$ cat src/hw/pdc_pkg.sv
// constants, register map and types for the packet delimiter and collision block
package pdc_pkg;
  localparam int CLK_MHZ = 50;

  localparam logic [3:0] REG_CTRL = 4'h0;
  localparam logic [3:0] REG_STAT = 4'h4;

  localparam int CTL_SPEED100 = 0;
  localparam int CTL_FULL_DUP = 1;
  localparam int CTL_LOOPBACK = 2;
  localparam int CTL_COL_TEST = 3;
  localparam int CTL_LED_COL  = 4;
  localparam logic [4:0] CTRL_RST = 5'h01;

  localparam int STA_BAD_SSD = 0;
  localparam int STA_ESD_ERR = 1;
  localparam int STA_COL     = 2;
  localparam int STA_CRS     = 3;
  localparam int STA_RX_PKT  = 4;

  localparam logic [4:0] SYM_I = 5'h1F;
  localparam logic [4:0] SYM_J = 5'h18;
  localparam logic [4:0] SYM_K = 5'h11;
  localparam logic [4:0] SYM_T = 5'h0D;
  localparam logic [4:0] SYM_R = 5'h07;
  localparam logic [9:0] PAIR_II = {SYM_I, SYM_I};
  localparam logic [9:0] PAIR_JK = {SYM_J, SYM_K};
  localparam logic [9:0] PAIR_TR = {SYM_T, SYM_R};

  localparam logic [3:0] RXD_SSD  = 4'h5;
  localparam logic [3:0] RXD_FC   = 4'hE;
  localparam logic [3:0] RXD_ZERO = 4'h0;

  localparam int COL_LED_MS  = 100;
  localparam int COL_LED_CYC = COL_LED_MS * 1000 * CLK_MHZ;
  localparam int SOI_NS      = 200;
  localparam int SOI_CYC     = (SOI_NS * CLK_MHZ) / 1000;

  typedef enum logic [2:0] {TXK_IDLE, TXK_J, TXK_K, TXK_DATA, TXK_T, TXK_R} pdc_txk_t;
  typedef enum logic [1:0] {RX_IDLE, RX_PKT, RX_FALSE, RX_PREM} pdc_rx_t;
endpackage

$ cat src/hw/pdc_sync3.sv
// three-stage synchroniser that accepts a change once stages two and three agree
`timescale 1ns/1ps
module pdc_sync3 (
  input  wire logic i_clk,
  input  wire logic i_reset,
  input  wire logic i_async,
  output logic      o_level
);
  logic s1_reg;
  logic s2_reg;
  logic s3_reg;
  logic lvl_next;

  assign lvl_next = (s2_reg == s3_reg) ? s2_reg : o_level;

  always_ff @(posedge i_clk)
  begin
    if (i_reset)
    begin
      s1_reg  <= 1'b0;
      s2_reg  <= 1'b0;
      s3_reg  <= 1'b0;
      o_level <= 1'b0;
    end
    else
    begin
      s1_reg  <= i_async;
      s2_reg  <= s1_reg;
      s3_reg  <= s2_reg;
      o_level <= lvl_next;
    end
  end
endmodule

$ cat src/hw/pdc_channel.sv
// one channel of delimiter handling, collision and carrier signalling
`timescale 1ns/1ps
//////////////////////////////////////////////////////////////////////////////
// Behaviour
// - half duplex: transmit while receiving non-idle symbols raises collision
// - collision keeps line data flowing; transmit-to-carrier loopback is off
// - carrier holds from collision start until both packets have ended
// - outside collision test, no collision in full duplex, link fail or diagnostic loopback
// - 10M reception follows squelch; at 10M only, receive nibbles are zero during collision
// - 10M: SQE test and jabber also raise collision
// - collision test bit copies transmit enable to collision, line outputs off
// - collision indicator pin goes low 100 ms per collision when selected
// - 100M transmit replaces first two preamble symbols with J K
// - 100M receive checks ten-bit windows; idle keeps carrier and valid low
// - J K while idle starts packet with carrier, valid and 0101 data
// - other window with two separated zeros: false carrier, 1110, error, status
// - after false carrier, an I I pair is needed before a new J K
// - other windows without two separated zeros are dropped while idle
// - 10M: valid squelch data starts packet and raises carrier
// - 100M transmit appends T R right after the last data symbol
// - T R in a packet ends it, dropping carrier and valid, idle data shown
// - I I in a packet: error for one nibble, then all drop, status set
// - 10M: start-of-idle pulse follows the fall of transmit enable
// - 10M: start-of-idle detection ends reception, carrier and valid drop
// - 10M: start-of-idle returns the receiver to squelched state
module pdc_channel #(
  parameter int LED_CYC = pdc_pkg::COL_LED_CYC,
  parameter int LED_W   = $clog2(pdc_pkg::COL_LED_CYC + 1)
) (
  input  wire logic             i_clk,
  input  wire logic             i_reset,
  input  wire logic [3:0]       i_addr,
  input  wire logic [7:0]       i_wdata,
  input  wire logic             i_wr,
  input  wire logic             i_rd,
  output logic      [7:0]       o_rdata,
  input  wire logic             i_tx_en,
  input  wire logic [3:0]       i_txd,
  input  wire logic             i_link_ok,
  input  wire logic             i_sqe_test,
  input  wire logic             i_jabber,
  input  wire logic [9:0]       i_rx_pair,
  input  wire logic             i_rx_pair_vld,
  input  wire logic [3:0]       i_rx_nibble,
  input  wire logic             i_squelch_ok,
  input  wire logic             i_soi_seen,
  output logic                  o_crs,
  output logic                  o_col,
  output logic                  o_rx_dv,
  output logic                  o_rx_er,
  output logic      [3:0]       o_rxd,
  output pdc_pkg::pdc_txk_t     o_tx_kind,
  output logic      [3:0]       o_tx_nibble,
  output logic                  o_tx_out_en,
  output logic                  o_soi_pulse,
  output logic                  o_col_led_n
);
  import pdc_pkg::*;

  // two zeros with at least one bit between them
  function automatic logic split_zeros(input logic [9:0] w);
    logic hit;
    hit = 1'b0;
    for (int i = 0; i < 8; i++)
      hit = hit | (~w[i] & (|(~w >> (i + 2))));
    return hit;
  endfunction

  logic [4:0]       ctrl_reg;
  logic [1:0]       stat_reg;
  logic [1:0]       stat_next;
  pdc_rx_t          rx_reg;
  pdc_rx_t          rx_next;
  pdc_txk_t         tx_reg;
  pdc_txk_t         tx_next;
  logic             unsq_reg;
  logic             unsq_next;
  logic             sq_lvl;
  logic             soi_lvl;
  logic             sq_prev_reg;
  logic             soi_prev_reg;
  logic             txen_prev_reg;
  logic             colhold_reg;
  logic             colhold_next;
  logic [4:0]       soi_cnt_reg;
  logic [4:0]       soi_cnt_next;
  logic [LED_W-1:0] led_cnt_reg;
  logic [LED_W-1:0] led_cnt_next;

  pdc_sync3 u_sq (
    .i_clk   (i_clk),
    .i_reset (i_reset),
    .i_async (i_squelch_ok),
    .o_level (sq_lvl)
  );

  pdc_sync3 u_soi (
    .i_clk   (i_clk),
    .i_reset (i_reset),
    .i_async (i_soi_seen),
    .o_level (soi_lvl)
  );

  //////////////////////////////////////////////////////////////////////////////
  // register port
  wire sel_ctrl  = i_addr == REG_CTRL;
  wire sel_stat  = i_addr == REG_STAT;
  wire sp100     = ctrl_reg[CTL_SPEED100];
  wire full_dup  = ctrl_reg[CTL_FULL_DUP];
  wire loopback  = ctrl_reg[CTL_LOOPBACK];
  wire col_test  = ctrl_reg[CTL_COL_TEST];
  wire led_sel   = ctrl_reg[CTL_LED_COL];
  wire w1c_stat  = i_wr & sel_stat;

  //////////////////////////////////////////////////////////////////////////////
  // 100M receive window decode
  wire is_ii    = i_rx_pair == PAIR_II;
  wire is_jk    = i_rx_pair == PAIR_JK;
  wire is_tr    = i_rx_pair == PAIR_TR;
  wire is_fc    = ~is_ii & ~is_jk & split_zeros(i_rx_pair);
  wire win      = i_rx_pair_vld & sp100;
  wire ssd_hit  = win & (rx_reg == RX_IDLE) & is_jk;
  wire fc_hit   = win & (rx_reg == RX_IDLE) & is_fc;
  wire prem_hit = win & (rx_reg == RX_PKT) & ~is_tr & is_ii;

  always_comb
  begin
    rx_next = rx_reg;
    unique case (rx_reg)
      RX_IDLE:
      begin
        if (ssd_hit)
          rx_next = RX_PKT;
        else if (fc_hit)
          rx_next = RX_FALSE;
      end
      RX_PKT:
      begin
        if (win & is_tr)
          rx_next = RX_IDLE;
        else if (prem_hit)
          rx_next = RX_PREM;
      end
      RX_FALSE:
      begin
        if (win & is_ii)
          rx_next = RX_IDLE;
      end
      RX_PREM:
        rx_next = RX_IDLE;
    endcase
    if (!sp100)
      rx_next = RX_IDLE;
  end

  //////////////////////////////////////////////////////////////////////////////
  // 10M receive: squelch opens the packet, start of idle closes it
  wire sq_rise  = sq_lvl & ~sq_prev_reg;
  wire soi_rise = soi_lvl & ~soi_prev_reg;
  // a new packet needs a fresh squelch opening, so noise after idle is ignored
  assign unsq_next = sp100 ? 1'b0 : soi_rise ? 1'b0 : sq_rise ? 1'b1 : unsq_reg;

  //////////////////////////////////////////////////////////////////////////////
  // 100M transmit delimiters
  always_comb
  begin
    tx_next = tx_reg;
    unique case (tx_reg)
      TXK_IDLE:
        if (i_tx_en & sp100)
          tx_next = TXK_J;
      TXK_J:
        tx_next = TXK_K;
      TXK_K:
        tx_next = i_tx_en ? TXK_DATA : TXK_T;
      TXK_DATA:
        tx_next = i_tx_en ? TXK_DATA : TXK_T;
      TXK_T:
        tx_next = TXK_R;
      TXK_R:
        tx_next = TXK_IDLE;
      default:
        tx_next = TXK_IDLE;
    endcase
    if (!sp100)
      tx_next = i_tx_en ? TXK_DATA : TXK_IDLE;
  end

  wire tx_fall = txen_prev_reg & ~i_tx_en;
  assign soi_cnt_next = (~sp100 & tx_fall) ? 5'(SOI_CYC) :
                        (soi_cnt_reg != 5'h00) ? soi_cnt_reg - 5'h01 : 5'h00;

  //////////////////////////////////////////////////////////////////////////////
  // collision and carrier
  wire tx_busy   = i_tx_en | (sp100 ? (tx_reg != TXK_IDLE) : (soi_cnt_reg != 5'h00));
  wire rx_busy   = sp100 ? (rx_reg != RX_IDLE) : unsq_reg;
  // line outputs are off in collision test, so nothing goes out to collide with
  wire col_allow = ~full_dup & i_link_ok & ~loopback & ~col_test;
  wire col_net   = col_allow & tx_busy & rx_busy;
  wire col_aux   = ~sp100 & col_allow & (i_sqe_test | i_jabber);
  wire col_next  = col_test ? i_tx_en : (col_net | col_aux);
  assign colhold_next = col_net | (colhold_reg & (tx_busy | rx_busy));
  // transmit enable feeds carrier only in half duplex and never during collision
  wire tx_loop   = ~full_dup & i_tx_en & ~col_net & ~colhold_reg;
  wire rx_crs    = sp100 ? (rx_next != RX_IDLE) : unsq_next;
  wire crs_next  = rx_crs | tx_loop | colhold_next;
  wire dv_next   = sp100 ? ((rx_next == RX_PKT) | (rx_next == RX_PREM)) : unsq_next;
  wire er_next   = sp100 & ((rx_next == RX_FALSE) | (rx_next == RX_PREM));

  logic [3:0] rxd_next;
  assign rxd_next = (~sp100 & col_net) ? RXD_ZERO :
                    ssd_hit ? RXD_SSD :
                    (rx_next == RX_FALSE) ? RXD_FC :
                    dv_next ? i_rx_nibble : RXD_ZERO;

  // line outputs are cut during collision test and, at 10M only, during jabber
  wire out_en_next = ~col_test & ~(~sp100 & i_jabber);

  //////////////////////////////////////////////////////////////////////////////
  // collision indicator; retriggers on each new collision
  wire col_start = col_net & ~colhold_reg;
  assign led_cnt_next = col_start ? LED_W'(LED_CYC) :
                        (led_cnt_reg != '0) ? led_cnt_reg - LED_W'(1) : '0;
  wire led_n_next = ~(led_sel & (led_cnt_next != '0));

  assign stat_next[STA_BAD_SSD] = fc_hit |
      (stat_reg[STA_BAD_SSD] & ~(w1c_stat & i_wdata[STA_BAD_SSD]));
  assign stat_next[STA_ESD_ERR] = prem_hit |
      (stat_reg[STA_ESD_ERR] & ~(w1c_stat & i_wdata[STA_ESD_ERR]));

  wire [7:0] rd_word = sel_ctrl ? {3'h0, ctrl_reg} :
                       sel_stat ? {3'h0, dv_next, o_crs, o_col, stat_reg} : 8'h00;

  //////////////////////////////////////////////////////////////////////////////
  // state and outputs
  always_ff @(posedge i_clk)
  begin
    if (i_reset)
    begin
      ctrl_reg      <= CTRL_RST;
      stat_reg      <= 2'h0;
      rx_reg        <= RX_IDLE;
      tx_reg        <= TXK_IDLE;
      unsq_reg      <= 1'b0;
      sq_prev_reg   <= 1'b0;
      soi_prev_reg  <= 1'b0;
      txen_prev_reg <= 1'b0;
      colhold_reg   <= 1'b0;
      soi_cnt_reg   <= 5'h00;
      led_cnt_reg   <= '0;
    end
    else
    begin
      if (i_wr & sel_ctrl)
        ctrl_reg <= i_wdata[4:0];
      stat_reg      <= stat_next;
      rx_reg        <= rx_next;
      tx_reg        <= tx_next;
      unsq_reg      <= unsq_next;
      sq_prev_reg   <= sq_lvl;
      soi_prev_reg  <= soi_lvl;
      txen_prev_reg <= i_tx_en;
      colhold_reg   <= colhold_next;
      soi_cnt_reg   <= soi_cnt_next;
      led_cnt_reg   <= led_cnt_next;
    end
  end

  always_ff @(posedge i_clk)
  begin
    if (i_reset)
    begin
      o_rdata     <= 8'h00;
      o_crs       <= 1'b0;
      o_col       <= 1'b0;
      o_rx_dv     <= 1'b0;
      o_rx_er     <= 1'b0;
      o_rxd       <= RXD_ZERO;
      o_tx_kind   <= TXK_IDLE;
      o_tx_nibble <= 4'h0;
      o_tx_out_en <= 1'b1;
      o_soi_pulse <= 1'b0;
      o_col_led_n <= 1'b1;
    end
    else
    begin
      o_rdata     <= i_rd ? rd_word : 8'h00;
      o_crs       <= crs_next;
      o_col       <= col_next;
      o_rx_dv     <= dv_next;
      o_rx_er     <= er_next;
      o_rxd       <= rxd_next;
      o_tx_kind   <= tx_next;
      o_tx_nibble <= (tx_next == TXK_DATA) ? i_txd : 4'h0;
      o_tx_out_en <= out_en_next;
      o_soi_pulse <= soi_cnt_next != 5'h00;
      o_col_led_n <= led_n_next;
    end
  end
endmodule

$ cat config.mk
export PLATFORM = sky130hd
export DESIGN_NAME = pdc_channel
export DESIGN_NICKNAME = d
export VERILOG_FILES = /design/src/hw/pdc_pkg.sv /design/src/hw/pdc_sync3.sv /design/src/hw/pdc_channel.sv
export SDC_FILE = /design/constraint.sdc
export NUM_CORES = 1
export LEC_CHECK = 0
export BUFFER_PORTS_ARGS = -buffer_cell sky130_fd_sc_hd__buf_2
export CORE_ASPECT_RATIO = 0.5
export CORE_MARGIN = 10
export CORE_UTILIZATION = 58
export DETAILED_ROUTE_END_ITERATION = 8
export PLACE_DENSITY = 0.88
export SETUP_SLACK_MARGIN = 0.1
export SLEW_MARGIN = 20
export SYNTH_ARGS = -nofsm -noshare
export SYNTH_HDL_FRONTEND = slang
export SYNTH_HIERARCHICAL = 1
export SYNTH_SLANG_ARGS = --single-unit
export TNS_END_PERCENT = 10
$ cat constraint.sdc
create_clock -name i_clk -period 4 [get_ports i_clk]
set_clock_uncertainty 0.1 [all_clocks]
set_input_delay 0.8 -clock i_clk [delete_from_list [all_inputs] [get_ports i_clk]]
set_output_delay 0.8 -clock i_clk [all_outputs]
set_load 0.02 [all_outputs]
Word-level counts from Yosys, hierarchy flattened --
Cells that the tools add are included.
Cells by class: add/subtract/negate cells 2, equality and inequality tests 17, muxes and demuxes 29, bitwise logic cells 92, reduce and logical (&&, ||, !) cells 23
Operator list (number):
- AND 1 bit | 47
- 2-to-1 mux 23 bit | 2
- nonzero test 23 bit | 2
- NOT 1 bit | 26
- subtractor 23 x 1 -> 23 bit, second input constant | 1
- == test 10 bit, second input constant | 2
- 2-to-1 mux 5 bit | 4
- bitwise OR 1 bit | 18
- 2-to-1 mux 2 bit | 7
- 2-to-1 mux 3 bit | 4
- case mux 3 bit (4 select lines) | 1
- == test 10 x 9 -> 1 bit, second input constant | 1
- NOT 10 bit | 1
- nonzero test 5 bit | 2
- OR reduction 2 bit | 5
- == test 3 x 2 -> 1 bit, second input constant | 3
- OR reduction 3 bit | 3
- == test 2 bit, second input constant | 4
- 2-to-1 mux 1 bit | 8
- 2-to-1 mux 4 bit | 2
- case mux 2 bit (4 select lines) | 1
- OR reduction 8 bit | 1
- OR reduction 7 bit | 1
- OR reduction 6 bit | 1
- other kinds (13) | 16
Storage, ports and cells: register bits 76, input bits 41, output and inout port bits 26

Logic depth before layout (Yosys ltp) --
depth after elaboration 22, mapped depth 9, gate-level depth less buffers 8

By module --
The synthesis kept the hierarchy.
By module, submodules not included:
- pdc_channel | instances 1, cells an instance 353, area an instance 2956.6 um^2, sequential area each 1301.2 um^2
- pdc_sync3 | instances 2, cells an instance 10, area an instance 112.6 um^2, sequential area each 80.1 um^2

Least setup slack after synthesis --
Ideal clock, no wire load.
path type input port to flip-flop, from in i_link_ok, to reg led_cnt_reg[10], setup time 0.128 ns, arrival 2.461 ns, data required time 3.772 ns, setup slack 1.312 ns, stages 6, buffers on the path 1, path through or4b_2 -> a211oi_1 -> o21ai_0 -> o211ai_1 -> clkbuf_1 -> nor2_1
Between the ends: word-level cells in the longest chain between the ends 7
Ends and longest elaborated chain:
- start, declared | RTL line pdc_channel.sv:39 | input wire logic i_link_ok,
- AND 1 bit (3 in series) | RTL line pdc_channel.sv:198 | wire col_allow = ~full_dup & i_link_ok & ~loopback & ~col_test;
- AND 1 bit (2 in series) | RTL line pdc_channel.sv:199 | wire col_net = col_allow & tx_busy & rx_busy;
- AND 1 bit | RTL line pdc_channel.sv:221 | wire col_start = col_net & ~colhold_reg;
- 2-to-1 mux 23 bit | RTL line pdc_channel.sv:222 | assign led_cnt_next = col_start ? LED_W'(LED_CYC) :
- end signal, assigned | RTL line pdc_channel.sv:265 | led_cnt_reg <= led_cnt_next;
- end, declared | RTL line pdc_channel.sv:87 | logic [LED_W-1:0] led_cnt_reg;
No other way between the ends. A chain may end at the register's enable or synchronous reset.

Final worst setup path --
from reg soi_cnt_reg[0], to reg o_col_led_n
Between the ends: word-level cells in the longest chain between the ends 10
Ends and longest elaborated chain:
- start, declared | RTL line pdc_channel.sv:85 | logic [4:0] soi_cnt_reg;
- start signal, assigned | RTL line pdc_channel.sv:264 | soi_cnt_reg <= soi_cnt_next;
- nonzero test 5 bit | RTL line pdc_channel.sv:195 | wire tx_busy = i_tx_en | (sp100 ? (tx_reg != TXK_IDLE) : (soi_cnt_reg != 5'h00));
- 2-to-1 mux 1 bit | RTL line pdc_channel.sv:195
- bitwise OR 1 bit | RTL line pdc_channel.sv:195
- AND 1 bit (2 in series) | RTL line pdc_channel.sv:199
- AND 1 bit | RTL line pdc_channel.sv:221
- 2-to-1 mux 23 bit | RTL line pdc_channel.sv:222
- nonzero test 23 bit | RTL line pdc_channel.sv:224 | wire led_n_next = ~(led_sel & (led_cnt_next != '0));
- AND 1 bit | RTL line pdc_channel.sv:224
- NOT 1 bit | RTL line pdc_channel.sv:224
- end signal, assigned | RTL line pdc_channel.sv:297 | o_col_led_n <= led_n_next;
- end, declared | RTL line pdc_channel.sv:56 | output logic o_col_led_n
No other way between the ends.

==> impl_metrics.py <==
metrics = {
    "clock_network": {
        "cts_setup_buffers": 0,
        "clock-sinks": 73,
        "cts_buffers": 9,
        "clock-root-buffer": "clkbuf_8",
        "cts_hold_buffers": 0,
        "insertion_delay_ps": 350,
        "cts.clk_slew.worst_paths_ps": 70,
        "ctsResizeCount": 0,
        "cts_tree": "built",
        "htreeDepth": 3,
        "cts.path.max_buffers": 2,
    },
    "synth": {
        "synthFlopType": "dfxtp_1",
        "synth_area_per_cell_um2": 8.530,
        "synth_enable_flop_cells": 0,
        "synth_top_area_cell": "dfxtp_1",
        "syn_inst": 373,
        "synth-seq-area-share": 0.4593,
        "synthDominantCellAreaShare": 0.4593,
        "synthDistinctLibCells": 53,
        "mappedNetlistArea_mm2": 0.003182,
        "ys_ff_latch": 73,
        "yosysWarnings": 6,
        "synthArstFlopShare": 0,
        "synthTopCellsByArea": "dfxtp_1 46%, nor2_1 7.3%, a21oi_1 4.6%",
    },
    "route": {
        "first_pass_iters": 6,
        "route.vias.total": 2975,
        "ant_nets": 0,
        "routed_wl_um": 7738,
        "post_drt_wl_per_cell_um": 15.20,
        "via_per_inst": 5.845,
        "drc": 0,
        "drt_iter0_markers": 233,
    },
    "final_layout": {
        "drive_gt1_frac": 0.1913,
        "final_cell_area_mm2": 0.003761,
        "fin_cells": 509,
        "area_growth_pct": 18.21,
        "largest_reg_flops": 23,
        "fin_nets": 479,
        "fill_cells": 364,
        "diodes": 0,
    },
    "critical_path": {
        "regToRegStartpoint": "soi_cnt_reg[0]",
        "crit_chain": "inv_1 > ha_1 > or4b_4 > o32a_1 > o21ai_0 > nor2_1 > or4b_1 > o21ai_1",
        "rr_worst_depth": 8,
        "worstPathArrival_ps": 3240,
        "critPathSlowestCell": "or4b_1",
        "cp.buffers_inverters": 1,
        "end_kind": "register",
        "cpLargestDelayFamily": "simple AND/OR/NAND/NOR gates",
        "critPathLaunchType": "register",
        "worstPathRequired_ps": 4180,
        "ff2ff_setup_slack_ps": 940,
        "worstSetupPathType": "register to register",
        "cp_slowest_stage_delay_ps": 600,
        "r2r_end": "o_col_led_n",
        "crit_fanout": 10,
    },
    "global_routing": {
        "antenna_found_initial": 0,
        "grt_max_degree": 43,
        "grt_pass1_wl_um": 12880,
        "gr-total-overflow": 0,
        "grt.total_usage": 0.1694,
        "grt_pass1_vias": 2842,
    },
    "timing": {
        "hold_viol": 0,
        "fin_ws_ps": 943.1,
        "period_minus_slack_ps": 3057,
        "fin_crit_sh": 0.7642,
        "slew_headroom": 0.2635,
        "slew_viol_final": 0,
        "fmax_mhz": 327.1,
        "fin_tns_setup_ps": 0,
        "worst_pin_slew_ps": 1089,
        "rsz0062_at_grt": "false",
        "finalSetupViolations": 0,
    },
    "placement": {
        "portBuffers": 60,
        "dp_hpwl_um": 5502,
        "post_dp_cell_area_mm2": 0.003531,
        "dp_cells": 493,
        "finalWeightedCongestion": 0.8515,
        "pre_cts_ws_ps": 879.0,
    },
    "die": {
        "die_area_mm2": 0.009028,
        "io-pin-count": 67,
        "die_w_um": 124.7,
        "start_util": 0.6224,
        "die_y_um": 72.38,
        "coreArea_mm2": 0.005112,
        "rows": 18,
    },
    "status": {
        "status": "completed",
    },
    "power": {
        "power_mw": 2.651,
        "vdd_drop_max_mv": 0.4851,
        "p_sw_frac": 0.3663,
        "p_clk_frac": 0.245,
        "power.share.combinational": 0.373,
        "power_density_mw_per_mm2": 704.7,
        "p_leak_nw": 1.623,
        "internal_power_mw": 1.680,
        "power.switching_uw": 970.9,
        "seq_power_share": 0.381,
    },
    "worst_hold_path": {
        "holdCritPathClass": "register to register",
        "min_to": "u_soi/s2_reg",
        "worstHoldPathCells": 1,
        "min_from": "u_soi/s1_reg",
    },
    "flow_run": {
        "maxCapViolCount": 0,
    },
}
==> Yosys cell counts (5+ instances only) <==
cell type	number
clkbuf_1	11
xnor2_1	11
o211ai_1	7
a22oi_1	6
nor2b_1	12
a21oi_1	29
nor2_1	62
nor4_1	8
xor2_1	10
dfxtp_1	73
inv_1	11
and3_1	5
nand3_1	15
o21ai_0	6
nand2_1	25
nor3_1	11
==> placed cells by master (no fill, tap or decap), types with 4 or more instances in the layout <==
master / count
dfxtp_1: 73
o21ai_0: 6
nor4_1: 8
or4_1: 4
nor3b_1: 4
ha_1: 4
a21oi_1: 29
inv_1: 11
xnor2_1: 11
nand4_1: 4
o211ai_1: 7
xor2_1: 10
a22oi_1: 6
buf_2: 60
nor2b_1: 12
nor3_1: 11
nand2_1: 25
a211oi_1: 4
and3_1: 5
nor2_1: 62
nand3_1: 15
clkbuf_8: 11
or3_1: 4
==> worst max path at each step <==
stage / startpoint / endpoint / slack [ps] / cells past startpoint
floorplan: i_link_ok / led_cnt_reg[10] / 1310 / 6
global placement: i_link_ok / o_col_led_n / 1060 / 7
detailed placement: i_link_ok / o_col_led_n / 880 / 7
CTS: soi_cnt_reg[0] / o_col_led_n / 970 / 8
global route: soi_cnt_reg[0] / o_col_led_n / 830 / 8
finish: soi_cnt_reg[0] / o_col_led_n / 940 / 8
==> cell type report <==
| type | instances | area [um^2] | area share |
|---|---|---|---|
| well taps | 70 | 87.58 | 0.02329 |
| clock buffers | 12 | 155.1 | 0.04125 |
| repair buffers | 63 | 322.8 | 0.08583 |
| inverters | 11 | 41.29 | 0.01098 |
| clock inverters | 4 | 75.07 | 0.01996 |
| flip-flops and latches | 73 | 1461 | 0.3886 |
| multi-input cells | 276 | 1618 | 0.4301 |
==> layer usage <==
layer | part of all wire | vias to the layer above | GRT usage
li1 | - | 1442 | -
met1 | 0.41 | 1400 | 0.1785
met2 | 0.51 | 118 | 0.3122
met3 | 0.059 | 15 | 0.04786
met4 | 0.016 | 0 | 0.08216
met5 | 0 | - | 0
==> stage by stage <==
step           hold slack, ps  utilization
2_1_floorplan           313.8            -
3_3_place_gp            326.7       0.6907
3_5_place_dp            334.9       0.6907
4_1_cts                 351.6       0.7357
5_1_grt                 363.9       0.7357
6_report                345.0       0.7357
==> cells by family (layout without fill, tap and decap cells) <==
group	Yosys count	count (layout)	share of synthesized area
AO/OA/AOI/OAI	70	70	0.1400
buffers and inverters	26	90	0.03460
AND/OR/NAND/NOR	176	176	0.2851
XOR/XNOR	21	21	0.05780
other	1	3	0.001179
adder cells (fa/ha/maj)	4	4	0.01573
multiplexers	2	2	0.006292
flip-flops	73	73	0.4593
==> power by group through the flow <==
| stage | clock network [mW] | logic, mW | registers, mW |
|---|---|---|---|
| floorplan | 0 | 0.761 | 1.01 |
| global placement | 0 | 0.926 | 1.01 |
| detailed placement | 0 | 0.969 | 1.02 |
| CTS | 0.656 | 0.986 | 1.01 |
| global route | 0.687 | 1.13 | 1.03 |
| finish | 0.650 | 0.989 | 1.01 |
(Power assumes the default switching activity.)
